## src/design/hsq_defs.svh

```systemverilog
`ifndef HSQ_DEFS_SVH
`define HSQ_DEFS_SVH

// Switch select codes used by the step table
`define HSQ_SW_NEG   2'h0
`define HSQ_SW_POS   2'h1
`define HSQ_SW_HOME  2'h2

// Bit positions inside the synchronised pin vector
`define HSQ_PIN_NEG  0
`define HSQ_PIN_POS  1
`define HSQ_PIN_HOME 2
`define HSQ_PIN_IDX  3
`define HSQ_PIN_NUM  4

// Method codes with special limit handling
`define HSQ_METH_FIRST 3'h1
`define HSQ_METH_NEGL  3'h1
`define HSQ_METH_POSL  3'h2
`define HSQ_METH_SW_LO 3'h3
`define HSQ_METH_SW_HI 3'h6
`define HSQ_METH_REV   3'h7

// Reset values
`define HSQ_POS_RST  32'h0000_0000
`define HSQ_IDX_RST  2'h0

`endif

```

## src/design/hsq_pkg.sv

```systemverilog
package hsq_pkg;

  // Motion command towards the trajectory generator
  typedef struct packed {
    logic run;
    logic dir_pos;
    logic fast;
  } hsq_cmd_t;

  // One move of a homing sequence
  typedef struct packed {
    logic       dir_pos;
    logic       fast;
    logic [1:0] sw;
    logic       rise;
    logic       last;
  } hsq_step_t;

  typedef enum logic [5:0] {
    HSQ_IDLE  = 6'b000001,
    HSQ_MOVE  = 6'b000010,
    HSQ_DECEL = 6'b000100,
    HSQ_SEEK  = 6'b001000,
    HSQ_DONE  = 6'b010000,
    HSQ_ALARM = 6'b100000
  } hsq_state_t;

endpackage : hsq_pkg

```

## src/design/hsq_homing_sequencer.sv

```systemverilog
// Function
// M1, negative limit off: fast negative to limit on, stop, slow positive.
// M1: after negative limit turns off, keep positive, home on next index.
// M1, negative limit on: slow positive, after it turns off home on index.
// M2, positive limit off: fast positive to on, stop, slow negative, index.
// M2, positive limit on: slow negative to its off edge, then index.
// M3, home off: fast positive to on, stop, slow negative off edge, index.
// M3, home on: fast negative off, back fast on, slow negative off, index.
// M3-M6: any limit active aborts homing with alarm, no reversal.
// M4, home off: fast on, fast back off, slow positive on edge, index.
// M4, home on: fast negative off edge, slow positive on edge, index.
// M5, home off: fast negative on edge, slow positive off edge, index.
// M5, home on: fast positive off, back fast on, slow positive off.
// M6, home off: fast negative on, back fast off, slow negative on.
// M6, home on: fast positive off edge, slow negative on edge, index.
// M7 positive side: fast to positive limit, reverse, then as home-on.
// M7 negative side: fast positive on edge, slow negative off, index.
// M7 home on: fast off, fast back on with overshoot, slow off, index.
// M7: first positive limit reverses; negative or second one alarms.
// Index capture stops motion, latches home, done held until restart.
// Each decelerate step waits for motion stopped before next command.
`timescale 1ns/1ps
`include "hsq_defs.svh"

module hsq_homing_sequencer #(
  parameter int POS_W = 32
) (
  input  wire logic             i_mclk,
  input  wire logic             i_rstn,
  input  wire logic             i_start,
  input  wire logic [2:0]       i_method,
  input  wire logic             i_negative_limit_switch,
  input  wire logic             i_positive_limit_switch,
  input  wire logic             i_home_position_switch,
  input  wire logic             i_index_pulse,
  input  wire logic             i_motion_stopped,
  input  wire logic [POS_W-1:0] i_position,
  output hsq_pkg::hsq_cmd_t     o_cmd,
  output logic                  o_busy,
  output logic                  o_home_done,
  output logic                  o_alarm,
  output logic [POS_W-1:0]      o_home_pos
);
  import hsq_pkg::*;

  localparam logic DP  = 1'b1;
  localparam logic DN  = 1'b0;
  localparam logic HI  = 1'b1;
  localparam logic LO  = 1'b0;
  localparam logic ON  = 1'b1;
  localparam logic OFF = 1'b0;
  localparam logic FIN = 1'b1;
  localparam logic MID = 1'b0;
  localparam logic [1:0] SWN = `HSQ_SW_NEG;
  localparam logic [1:0] SWP = `HSQ_SW_POS;
  localparam logic [1:0] SWH = `HSQ_SW_HOME;

  // Pins are asynchronous; edges are taken from stage two against stage three
  logic [`HSQ_PIN_NUM-1:0] pin_raw;
  logic [`HSQ_PIN_NUM-1:0] sync1_reg;
  logic [`HSQ_PIN_NUM-1:0] sync2_reg;
  logic [`HSQ_PIN_NUM-1:0] prev_reg;

  assign pin_raw = {i_index_pulse, i_home_position_switch,
                    i_positive_limit_switch, i_negative_limit_switch};

  for (genvar g = 0; g < `HSQ_PIN_NUM; g++) begin : g_sync
    always_ff @(posedge i_mclk or negedge i_rstn) begin
      if (!i_rstn) begin
        sync1_reg[g] <= 1'b0;
        sync2_reg[g] <= 1'b0;
        prev_reg[g]  <= 1'b0;
      end else begin
        sync1_reg[g] <= pin_raw[g];
        sync2_reg[g] <= sync1_reg[g];
        prev_reg[g]  <= sync2_reg[g];
      end
    end
  end

  // Move table keyed by method, switch state at start and step number
  function automatic hsq_step_t step_of(input logic [2:0] m,
                                        input logic       a,
                                        input logic [1:0] i);
    hsq_step_t s;
    s = '{DN, LO, SWH, OFF, FIN};
    case ({m, a, i})
      {3'h1, 1'b0, 2'h0}: s = '{DN, HI, SWN, ON,  MID};
      {3'h1, 1'b0, 2'h1}: s = '{DP, LO, SWN, OFF, FIN};
      {3'h1, 1'b1, 2'h0}: s = '{DP, LO, SWN, OFF, FIN};
      {3'h2, 1'b0, 2'h0}: s = '{DP, HI, SWP, ON,  MID};
      {3'h2, 1'b0, 2'h1}: s = '{DN, LO, SWP, OFF, FIN};
      {3'h2, 1'b1, 2'h0}: s = '{DN, LO, SWP, OFF, FIN};
      {3'h3, 1'b0, 2'h0}: s = '{DP, HI, SWH, ON,  MID};
      {3'h3, 1'b0, 2'h1}: s = '{DN, LO, SWH, OFF, FIN};
      {3'h3, 1'b1, 2'h0}: s = '{DN, HI, SWH, OFF, MID};
      {3'h3, 1'b1, 2'h1}: s = '{DP, HI, SWH, ON,  MID};
      {3'h3, 1'b1, 2'h2}: s = '{DN, LO, SWH, OFF, FIN};
      {3'h4, 1'b0, 2'h0}: s = '{DP, HI, SWH, ON,  MID};
      {3'h4, 1'b0, 2'h1}: s = '{DN, HI, SWH, OFF, MID};
      {3'h4, 1'b0, 2'h2}: s = '{DP, LO, SWH, ON,  FIN};
      {3'h4, 1'b1, 2'h0}: s = '{DN, HI, SWH, OFF, MID};
      {3'h4, 1'b1, 2'h1}: s = '{DP, LO, SWH, ON,  FIN};
      {3'h5, 1'b0, 2'h0}: s = '{DN, HI, SWH, ON,  MID};
      {3'h5, 1'b0, 2'h1}: s = '{DP, LO, SWH, OFF, FIN};
      {3'h5, 1'b1, 2'h0}: s = '{DP, HI, SWH, OFF, MID};
      {3'h5, 1'b1, 2'h1}: s = '{DN, HI, SWH, ON,  MID};
      {3'h5, 1'b1, 2'h2}: s = '{DP, LO, SWH, OFF, FIN};
      {3'h6, 1'b0, 2'h0}: s = '{DN, HI, SWH, ON,  MID};
      {3'h6, 1'b0, 2'h1}: s = '{DP, HI, SWH, OFF, MID};
      {3'h6, 1'b0, 2'h2}: s = '{DN, LO, SWH, ON,  FIN};
      {3'h6, 1'b1, 2'h0}: s = '{DP, HI, SWH, OFF, MID};
      {3'h6, 1'b1, 2'h1}: s = '{DN, LO, SWH, ON,  FIN};
      {3'h7, 1'b0, 2'h0}: s = '{DP, HI, SWH, ON,  MID};
      {3'h7, 1'b0, 2'h1}: s = '{DN, LO, SWH, OFF, FIN};
      // Overshoot past a narrow zone is harmless: the slow move needs on, off
      {3'h7, 1'b1, 2'h0}: s = '{DN, HI, SWH, OFF, MID};
      {3'h7, 1'b1, 2'h1}: s = '{DP, HI, SWH, ON,  MID};
      {3'h7, 1'b1, 2'h2}: s = '{DN, LO, SWH, OFF, FIN};
      default:            s = '{DN, LO, SWH, OFF, FIN};
    endcase
    return s;
  endfunction : step_of

  hsq_state_t       state_reg, state_next;
  logic [2:0]       meth_reg, meth_next;
  logic             act_reg, act_next;
  logic             rev_reg, rev_next;
  logic [1:0]       idx_reg, idx_next;
  logic [POS_W-1:0] home_reg, home_next;

  hsq_step_t step;
  logic      sw_now;
  logic      sw_prev;
  logic      edge_hit;
  logic      idx_hit;
  logic      neg_on;
  logic      pos_on;
  logic      pos_rise;
  logic      is_m7;
  logic      is_m36;
  logic      moving;
  logic      can_start;
  logic      meth_ok;
  logic      start_act;
  logic      alarm_hit;
  logic      rev_hit;

  assign step      = step_of(meth_reg, act_reg, idx_reg);
  assign sw_now    = sync2_reg[step.sw];
  assign sw_prev   = prev_reg[step.sw];
  assign edge_hit  = step.rise ? (sw_now & ~sw_prev) : (~sw_now & sw_prev);
  assign idx_hit   = sync2_reg[`HSQ_PIN_IDX] & ~prev_reg[`HSQ_PIN_IDX];
  assign neg_on    = sync2_reg[`HSQ_PIN_NEG];
  assign pos_on    = sync2_reg[`HSQ_PIN_POS];
  assign pos_rise  = pos_on & ~prev_reg[`HSQ_PIN_POS];
  assign is_m7     = (meth_reg == `HSQ_METH_REV);
  assign is_m36    = (meth_reg >= `HSQ_METH_SW_LO) &&
                     (meth_reg <= `HSQ_METH_SW_HI);
  assign moving    = (state_reg == HSQ_MOVE) || (state_reg == HSQ_DECEL) ||
                     (state_reg == HSQ_SEEK);
  assign can_start = (state_reg == HSQ_IDLE) || (state_reg == HSQ_DONE) ||
                     (state_reg == HSQ_ALARM);
  assign meth_ok   = (i_method >= `HSQ_METH_FIRST);
  assign start_act = (i_method == `HSQ_METH_NEGL) ? neg_on :
                     (i_method == `HSQ_METH_POSL) ? pos_on :
                     sync2_reg[`HSQ_PIN_HOME];

  // Methods 1 and 2 only guard the far limit, which is never their target
  assign alarm_hit = moving && (
      (is_m36 && (neg_on || pos_on)) ||
      (is_m7 && (neg_on || (pos_rise && rev_reg))) ||
      ((meth_reg == `HSQ_METH_NEGL) && pos_on) ||
      ((meth_reg == `HSQ_METH_POSL) && neg_on));
  assign rev_hit   = is_m7 && !rev_reg && pos_rise && step.dir_pos &&
                     (state_reg == HSQ_MOVE);

  always_comb begin
    state_next = state_reg;
    meth_next  = meth_reg;
    act_next   = act_reg;
    rev_next   = rev_reg;
    idx_next   = idx_reg;
    home_next  = home_reg;
    unique case (state_reg)
      HSQ_IDLE, HSQ_DONE, HSQ_ALARM: begin
        if (i_start) begin
          meth_next  = i_method;
          act_next   = start_act;
          rev_next   = 1'b0;
          idx_next   = `HSQ_IDX_RST;
          state_next = meth_ok ? HSQ_MOVE : HSQ_ALARM;
        end
      end
      HSQ_MOVE: begin
        if (alarm_hit) begin
          state_next = HSQ_ALARM;
        end else if (rev_hit) begin
          // Restart as if the switch had been on at start
          rev_next   = 1'b1;
          act_next   = 1'b1;
          idx_next   = `HSQ_IDX_RST;
          state_next = HSQ_DECEL;
        end else if (edge_hit && step.last) begin
          state_next = HSQ_SEEK;
        end else if (edge_hit) begin
          idx_next   = idx_reg + 2'h1;
          state_next = HSQ_DECEL;
        end
      end
      HSQ_DECEL: begin
        if (alarm_hit) begin
          state_next = HSQ_ALARM;
        end else if (i_motion_stopped) begin
          state_next = HSQ_MOVE;
        end
      end
      HSQ_SEEK: begin
        if (alarm_hit) begin
          state_next = HSQ_ALARM;
        end else if (idx_hit) begin
          home_next  = i_position;
          state_next = HSQ_DONE;
        end
      end
    endcase
  end

  always_ff @(posedge i_mclk or negedge i_rstn) begin
    if (!i_rstn) begin
      state_reg <= HSQ_IDLE;
      meth_reg  <= `HSQ_METH_FIRST;
      act_reg   <= 1'b0;
      rev_reg   <= 1'b0;
      idx_reg   <= `HSQ_IDX_RST;
      home_reg  <= POS_W'(`HSQ_POS_RST);
    end else begin
      state_reg <= state_next;
      meth_reg  <= meth_next;
      act_reg   <= act_next;
      rev_reg   <= rev_next;
      idx_reg   <= idx_next;
      home_reg  <= home_next;
    end
  end

  // Run drops in decel, done and alarm, so the axis stops in each
  assign o_cmd.run     = (state_reg == HSQ_MOVE) ||
                         (state_reg == HSQ_SEEK);
  assign o_cmd.dir_pos = step.dir_pos;
  assign o_cmd.fast    = step.fast;
  assign o_busy        = moving;
  assign o_home_done   = (state_reg == HSQ_DONE);
  assign o_alarm       = (state_reg == HSQ_ALARM);
  assign o_home_pos    = home_reg;
endmodule : hsq_homing_sequencer

```

## config.mk

```make
export PLATFORM = sky130hd
export DESIGN_NAME = hsq_homing_sequencer
export DESIGN_NICKNAME = d
export VERILOG_FILES = /design/src/design/hsq_pkg.sv /design/src/design/hsq_homing_sequencer.sv
export VERILOG_INCLUDE_DIRS = /design/src /design/src/design
export SDC_FILE = /design/constraint.sdc
export NUM_CORES = 1
export LEC_CHECK = 0
export BUFFER_PORTS_ARGS = -buffer_cell sky130_fd_sc_hd__buf_2
export CORE_MARGIN = 1
export CORE_UTILIZATION = 51
export CTS_CLUSTER_SIZE = 8
export DETAILED_ROUTE_END_ITERATION = 8
export MAX_ROUTING_LAYER = met4
export PLACE_DENSITY = 0.79
export SYNTH_ARGS = -nofsm -noshare
export SYNTH_HDL_FRONTEND = slang
export SYNTH_SLANG_ARGS = --single-unit
export TNS_END_PERCENT = 100
```

## constraint.sdc

```tcl
create_clock -name i_mclk -period 2.6 [get_ports i_mclk]
set_input_delay 0.13 -clock i_mclk [delete_from_list [all_inputs] [get_ports i_mclk]]
set_output_delay 0.13 -clock i_mclk [all_outputs]
set_load 0.03 [all_outputs]
```

* Word level (Yosys, flattened, before mapping)
Memories as Yosys holds them, arrays and structs flattened.
Index checks and enable logic that the tools add are counted.
** Word-level totals
- Output and inout port bits :: 38
- Register bits after elaboration :: 57
- Input bits :: 43
- Word-level logic and storage cells :: 110
- Memories kept :: 1
- ROM bits :: 384
** Memory list
- (no name shown) :: depth 64, width 6, rd ports 1, clocked after memory_dff 0, wr ports 0, line hsq_homing_sequencer.sv:87 : case ({m, a, i})
** Operators by class
- $lt $le $gt $ge :: 4
- Add/sub/neg operators :: 1
- Reductions and logical operators :: 28
- Equality and inequality tests :: 19
- Bitwise logic cells :: 9
- Mux-type cells :: 30
** Operators by type and width (number)
- $mux 6 :: 10
- $pmux 6 s4 :: 1
- $logic_and 1x1->1 :: 12
- $ne 3x3->1 const B :: 4
- $mux 2 :: 5
- $mux 1 :: 9
- $logic_or 1x1->1 :: 8
- $reduce_and 4->1 :: 2
- $eq 3x1->1 const B :: 2
- $eq 3x2->1 const B :: 2
- $eq 6x1->1 const B :: 1
- $eq 6x2->1 const B :: 1
- $eq 6x3->1 const B :: 1
- $eq 6x4->1 const B :: 1
- $eq 6x5->1 const B :: 1
- $eq 6x6->1 const B :: 1
- $ne 2x2->1 const B :: 3
- $ne 5x5->1 const B :: 1
- $not 1->1 :: 5
- $reduce_and 5->1 :: 1
- $and 1x1->1 :: 4
- $bmux 1 s2 :: 2
- $pmux 1 s2 :: 2
- $pmux 2 s2 :: 1
- other kinds (11) :: 11

* Depth between registers and ports, before layout
- Depth after elaboration :: 11
- Depth in mapped cells :: 10
- Mapped depth without buffers :: 10

* Worst setup path after synthesis
Ideal clock, no wire load.
- Path type :: register -> register
- From :: register meth_reg[0]
- To :: register state_reg[5]
- Stages on the path, launching flop included :: 9
- Buffers on the path :: 1
- Setup time :: 127 ps
- Data required time :: 2473 ps
- Arrival :: 2089 ps
- Setup slack :: 383 ps
- Period minus slack after synthesis :: 2217 ps
- Cell sequence :: dfstp_2 -> buf_2 -> xnor2_1 -> mux2_2 -> and2_1 -> or2_2 -> nor2_1 -> a31oi_4 -> o32a_2
** On the way
- Word-level cells in the longest chain between the ends :: 11
- Elaborated cells between the ends (all ways) :: 39
- Classes of those cells :: order compare (2); eq/ne (6); mux (11); bitwise (4); reduce/logical (15); memory (1)
** Ends and longest elaborated chain
- start: declaration :: line hsq_homing_sequencer.sv:126 : logic [2:0] meth_reg, meth_next;
- start signal: assignment :: line hsq_homing_sequencer.sv:232 : meth_reg <= `HSQ_METH_FIRST;
- start signal: assignment :: line hsq_homing_sequencer.sv:239 : meth_reg <= meth_next;
- $mem_v2 64x6
- $bmux 1 s2 (on tied branches) :: line hsq_homing_sequencer.sv:150, hsq_homing_sequencer.sv:151
- $mux 1 (on tied branches) :: line hsq_homing_sequencer.sv:150, hsq_homing_sequencer.sv:151
- $not 1->1 :: line hsq_homing_sequencer.sv:152 : assign edge_hit = step.rise ? (sw_now & ~sw_prev) : (~sw_now & sw_prev);
- $and 1x1->1 :: line hsq_homing_sequencer.sv:152
- $mux 1 :: line hsq_homing_sequencer.sv:152
- $logic_and 1x1->1 :: line hsq_homing_sequencer.sv:204 : end else if (edge_hit && step.last) begin
- $mux 6 :: line hsq_homing_sequencer.sv:204
- $mux 6 :: line hsq_homing_sequencer.sv:198 : end else if (rev_hit) begin
- $mux 6 :: line hsq_homing_sequencer.sv:196 : if (alarm_hit) begin
- $pmux 6 s4 :: line hsq_homing_sequencer.sv:185 : unique case (state_reg)
- end signal: assignment :: line hsq_homing_sequencer.sv:238 : state_reg <= state_next;
- end: declaration :: line hsq_homing_sequencer.sv:125 : hsq_state_t state_reg, state_next;
Parallel ways exist; a longest one is shown, timed or not. The select of a mux whose other input is x is not followed.
A chain may end at the register's enable or synchronous reset.

* Final worst setup path
- From :: register meth_reg[0]
- To :: register idx_reg[1]
** On the way
- Word-level cells in the longest chain between the ends :: 9
- Elaborated cells between the ends (all ways) :: 36
- Classes of those cells :: order compare (2); eq/ne (6); mux (8); bitwise (4); reduce/logical (15); memory (1)
** Ends and longest elaborated chain
- $mem_v2 64x6, or another cell as far along
- $bmux 1 s2, or another cell as far along :: line hsq_homing_sequencer.sv:150 : assign sw_now = sync2_reg[step.sw];
- $mux 1 (implied by the code), or another cell as far along :: line hsq_homing_sequencer.sv:150
- $not 1->1 / $logic_or 1x1->1 (equally long branches) :: line hsq_homing_sequencer.sv:152, hsq_homing_sequencer.sv:171
- $and 1x1->1 / $logic_or 1x1->1 (equally long branches) :: line hsq_homing_sequencer.sv:152, hsq_homing_sequencer.sv:171
- $mux 1 / $logic_or 1x1->1 (equally long branches) :: line hsq_homing_sequencer.sv:152, hsq_homing_sequencer.sv:171
- $logic_and 1x1->1 (on tied branches) :: line hsq_homing_sequencer.sv:204, hsq_homing_sequencer.sv:170
- $ne 3x3->1 (no line) / $ne 2x2->1 (equally long branches)
- $reduce_and 5->1 (no line)
- end signal: assignment :: line hsq_homing_sequencer.sv:235 : idx_reg <= `HSQ_IDX_RST;
- end signal: assignment :: line hsq_homing_sequencer.sv:242 : idx_reg <= idx_next;
- end: declaration :: line hsq_homing_sequencer.sv:129 : logic [1:0] idx_reg, idx_next;
Parallel ways exist; a longest one is shown, timed or not. The select of a mux whose other input is x is not followed.

==> metrics.cfg <==
[timing]
worst_slew_pin_slew_ns = 0.663
setup_viol = 0
finalMaxSlewViolations = 0
tns_ns = 0
slew_headroom_pct = 55.8
rsz0062_at_grt = no
holdWs_ns = 0.0306
hold_violations = 0
max_freq_mhz = 411
finalCriticalPeriod_ns = 2.44
fin_crit_sh_pct = 93.7
clock_skew_ns = 0.00739

[pwr]
switchingPower_uw = 1820
pwr-share-seq_pct = 30.4
comb_power_share_pct = 46.0
internal-power_uw = 2640
vdd_ir_drop_max_mv = 0.730
swShare_pct = 40.9
p_leak_uw = 0.00177
power_density_mw_per_mm2 = 1260
pwr-share-clk_pct = 23.6

[floorplan]
initial_core_util_pct = 53.3
rows = 26
die_y_um = 75.3
num_io_pins = 81
die_area_mm2 = 0.00567
die_x_um = 75.3
core_mm2 = 0.00514

[placed_design]
place_congestion = 0.842
port_buffers = 80
dpl_cell_area_mm2 = 0.00322
dp_hpwl_um = 4270

[yosys]
synth_top_area_cell = dfrtp_1
synth.avg_cell_area_um2 = 11.5
ys_seq_area_share_pct = 52.2
yosys-top-cells-area = dfrtp_1 (50%), mux2_2 (15%), o21ai_0 (2.9%), nand2_1 (2.1%), dfstp_2 (1.9%)
yosysWarningCount = 0
synth_seq_cells = 57
synth.distinct_cells = 47
synthesis.area_mm2 = 0.00274
synth_top_cell_area_share_pct = 50.3
async_flop_share_pct = 100
ys.flop_type = dfrtp_1
syn_inst = 239
synth_nets = 285
synth_edf_count = 0

[setup_path]
r2r_cells = 7
rrSetupSlack_ns = 0.16
cp_max_fo = 17
worstPathRequired_ns = 2.84
arrival_ns = 2.68
crit_path_end_kind = flop
r2r_start = meth_reg[0]$_DFFE_PN1P_
critPathKind = reg2reg
r2r-end = idx_reg[1]$_DFFE_PN0P_
start_kind = flop

[worst_hold_path]
hp-start = i_position[24]
whs_path_depth = 2
hold_path_class = in2reg
worstHoldEndpoint = o_home_pos[24]$_DFFE_PN0P_

[routing]
drt-total-wl_um = 6050
vias = 2201
vias_per_cell = 5.45
drtPass1Iterations = 4
routedWlPerCell_um = 15.0
wl_met1_um = 2590
met3_length_um = 366
wl_met2_um = 3000
drt_iter0_drc = 117
top_layer = met4
drc = 0
antenna_left = 0

[grt]
grt_overflow = 0
grt_pass1_vias = 2153
grt_start_max_net_pins = 33
grt_pass1_wl_um = 9760
antenna_found_initial = 0
grt_util_all_layers_pct = 24.6

[clock_tree]
clock_latency_ns = 0.33
post_cts_buffers = 0
tritoncts = yes
cts.path.max_buffers = 2
clockRootBuffer = clkbuf_8
cts_num_sinks = 57
cts-buffers-inserted = 9
cts.htree.levels = 3
clkTransAtPathRegs_ns = 0.06

[finish]
layout-drive-gt1-share_pct = 44.6
fin_nets = 375
finish.instance_area_mm2 = 0.00355
area_delta_synth_final_pct = 29.5
diodes = 0
largest_reg_flops = 32

[outcome]
run_status = complete, no violations

[flow_run]
maxCapViolCount = 0

## kinds of logic (layout without fill, tap and decap cells)
| logic type | after synthesis | count (layout) | share of synthesized area [%] |
|---|---|---|---|
| XOR/XNOR | 4 | 4 | 1.28 |
| AO/OA/AOI/OAI | 47 | 47 | 11.7 |
| multiplexers | 38 | 38 | 16.0 |
| adder cells (fa/ha/maj) | 3 | 3 | 1.37 |
| flip-flops | 57 | 57 | 52.2 |
| AND/OR/NAND/NOR | 70 | 70 | 14.1 |
| buffers and inverters | 20 | 115 | 3.38 |
## power groups by stage
stage          registers (uW)  clock network, uW  logic, uW
3_5_place_dp             1360                  0       2010
4_1_cts                  1350               1080       2030
2_1_floorplan            1480                  0       1380
6_report                 1360               1060       2050
5_1_grt                  1410               1120       2220
3_3_place_gp             1350                  0       1960
## metal layers
layer  track usage [%]  up-vias
met1              31.3     1074
li1                  -     1034
met2              37.2       83
met4              8.23        0
met3              8.03       10
met5                 -        -
## how the worst max path moves through the flow
stage                            startpoint                        to  slack (ns)  cells after the start
floorplan           meth_reg[0]$_DFFE_PN1P_  state_reg[5]$_DFFE_PN0P_        0.38                      8
global placement    meth_reg[0]$_DFFE_PN1P_  state_reg[5]$_DFFE_PN0P_        0.27                      7
detailed placement  meth_reg[0]$_DFFE_PN1P_  state_reg[5]$_DFFE_PN0P_        0.20                      7
CTS                 meth_reg[0]$_DFFE_PN1P_  state_reg[5]$_DFFE_PN0P_        0.19                      7
global route         idx_reg[1]$_DFFE_PN0P_    idx_reg[1]$_DFFE_PN0P_        0.02                      9
finish              meth_reg[0]$_DFFE_PN1P_    idx_reg[1]$_DFFE_PN0P_        0.16                      7
## timing repair
| action | in CTS | in global routing |
|---|---|---|
| resized for setup | 0 | 1 |
| hold buffers | 6 | 0 |
| hold endpoints to repair | 33 | 0 |
| setup endpoints to repair | 0 | 1 |
## synth_stat cells (3+ instances only)
| cell | n |
|---|---|
| nand2b_1 | 4 |
| nand3_1 | 5 |
| nand2_1 | 15 |
| a21oi_1 | 10 |
| nor3_1 | 8 |
| o21ai_0 | 16 |
| nand3b_1 | 7 |
| inv_1 | 9 |
| nor2_1 | 9 |
| ha_1 | 3 |
| nor4_1 | 4 |
| nor2b_1 | 5 |
| buf_2 | 8 |
| mux2_2 | 36 |
| dfrtp_1 | 55 |
## layout make-up
type	instances	area, um^2
clock inverters	4	97.6
fillers	384	1590
repair buffers	90	503
well taps	70	87.6
clock buffers	12	165
flip-flops and latches	57	1430
inverters	9	33.8
multi-input cells	162	1230
## per-stage QoR
stage	instances	worst slack, ns	power (uW)	util, %
floorplan	239	0.383	2860	-
global placement	382	0.266	3310	62.6
detailed placement	382	0.203	3370	62.6
CTS	404	0.189	4460	68.9
global route	404	0.0161	4750	69.0
finish	404	0.165	4460	69.0
## cell usage in the layout, fill, tap and decap left out, types with 4 or more instances in the layout
cell	Yosys	routed
nand2b_1	4	4
o21ai_0	16	16
nor2b_1	5	5
buf_2	8	80
inv_1	9	9
a21oi_1	10	10
nand3_1	5	5
dfrtp_1	55	55
nor3_1	8	8
nand2_1	15	15
clkbuf_8	0	12
mux2_2	36	36
nand3b_1	7	7
nor2_1	9	9
dlygate4sd3_1	0	6
## worst max-delay path, cell delays in order, from the launching register on
cell and delay [ns]:
dfstp_2 0.70, xnor2_1 0.16, mux2_2 0.36, and2_1 0.16, or2_2 0.33, nor2_1 0.27
o21ai_0 0.20, o22ai_1 0.17
Note: power is estimated with default switching activity, not from simulation.
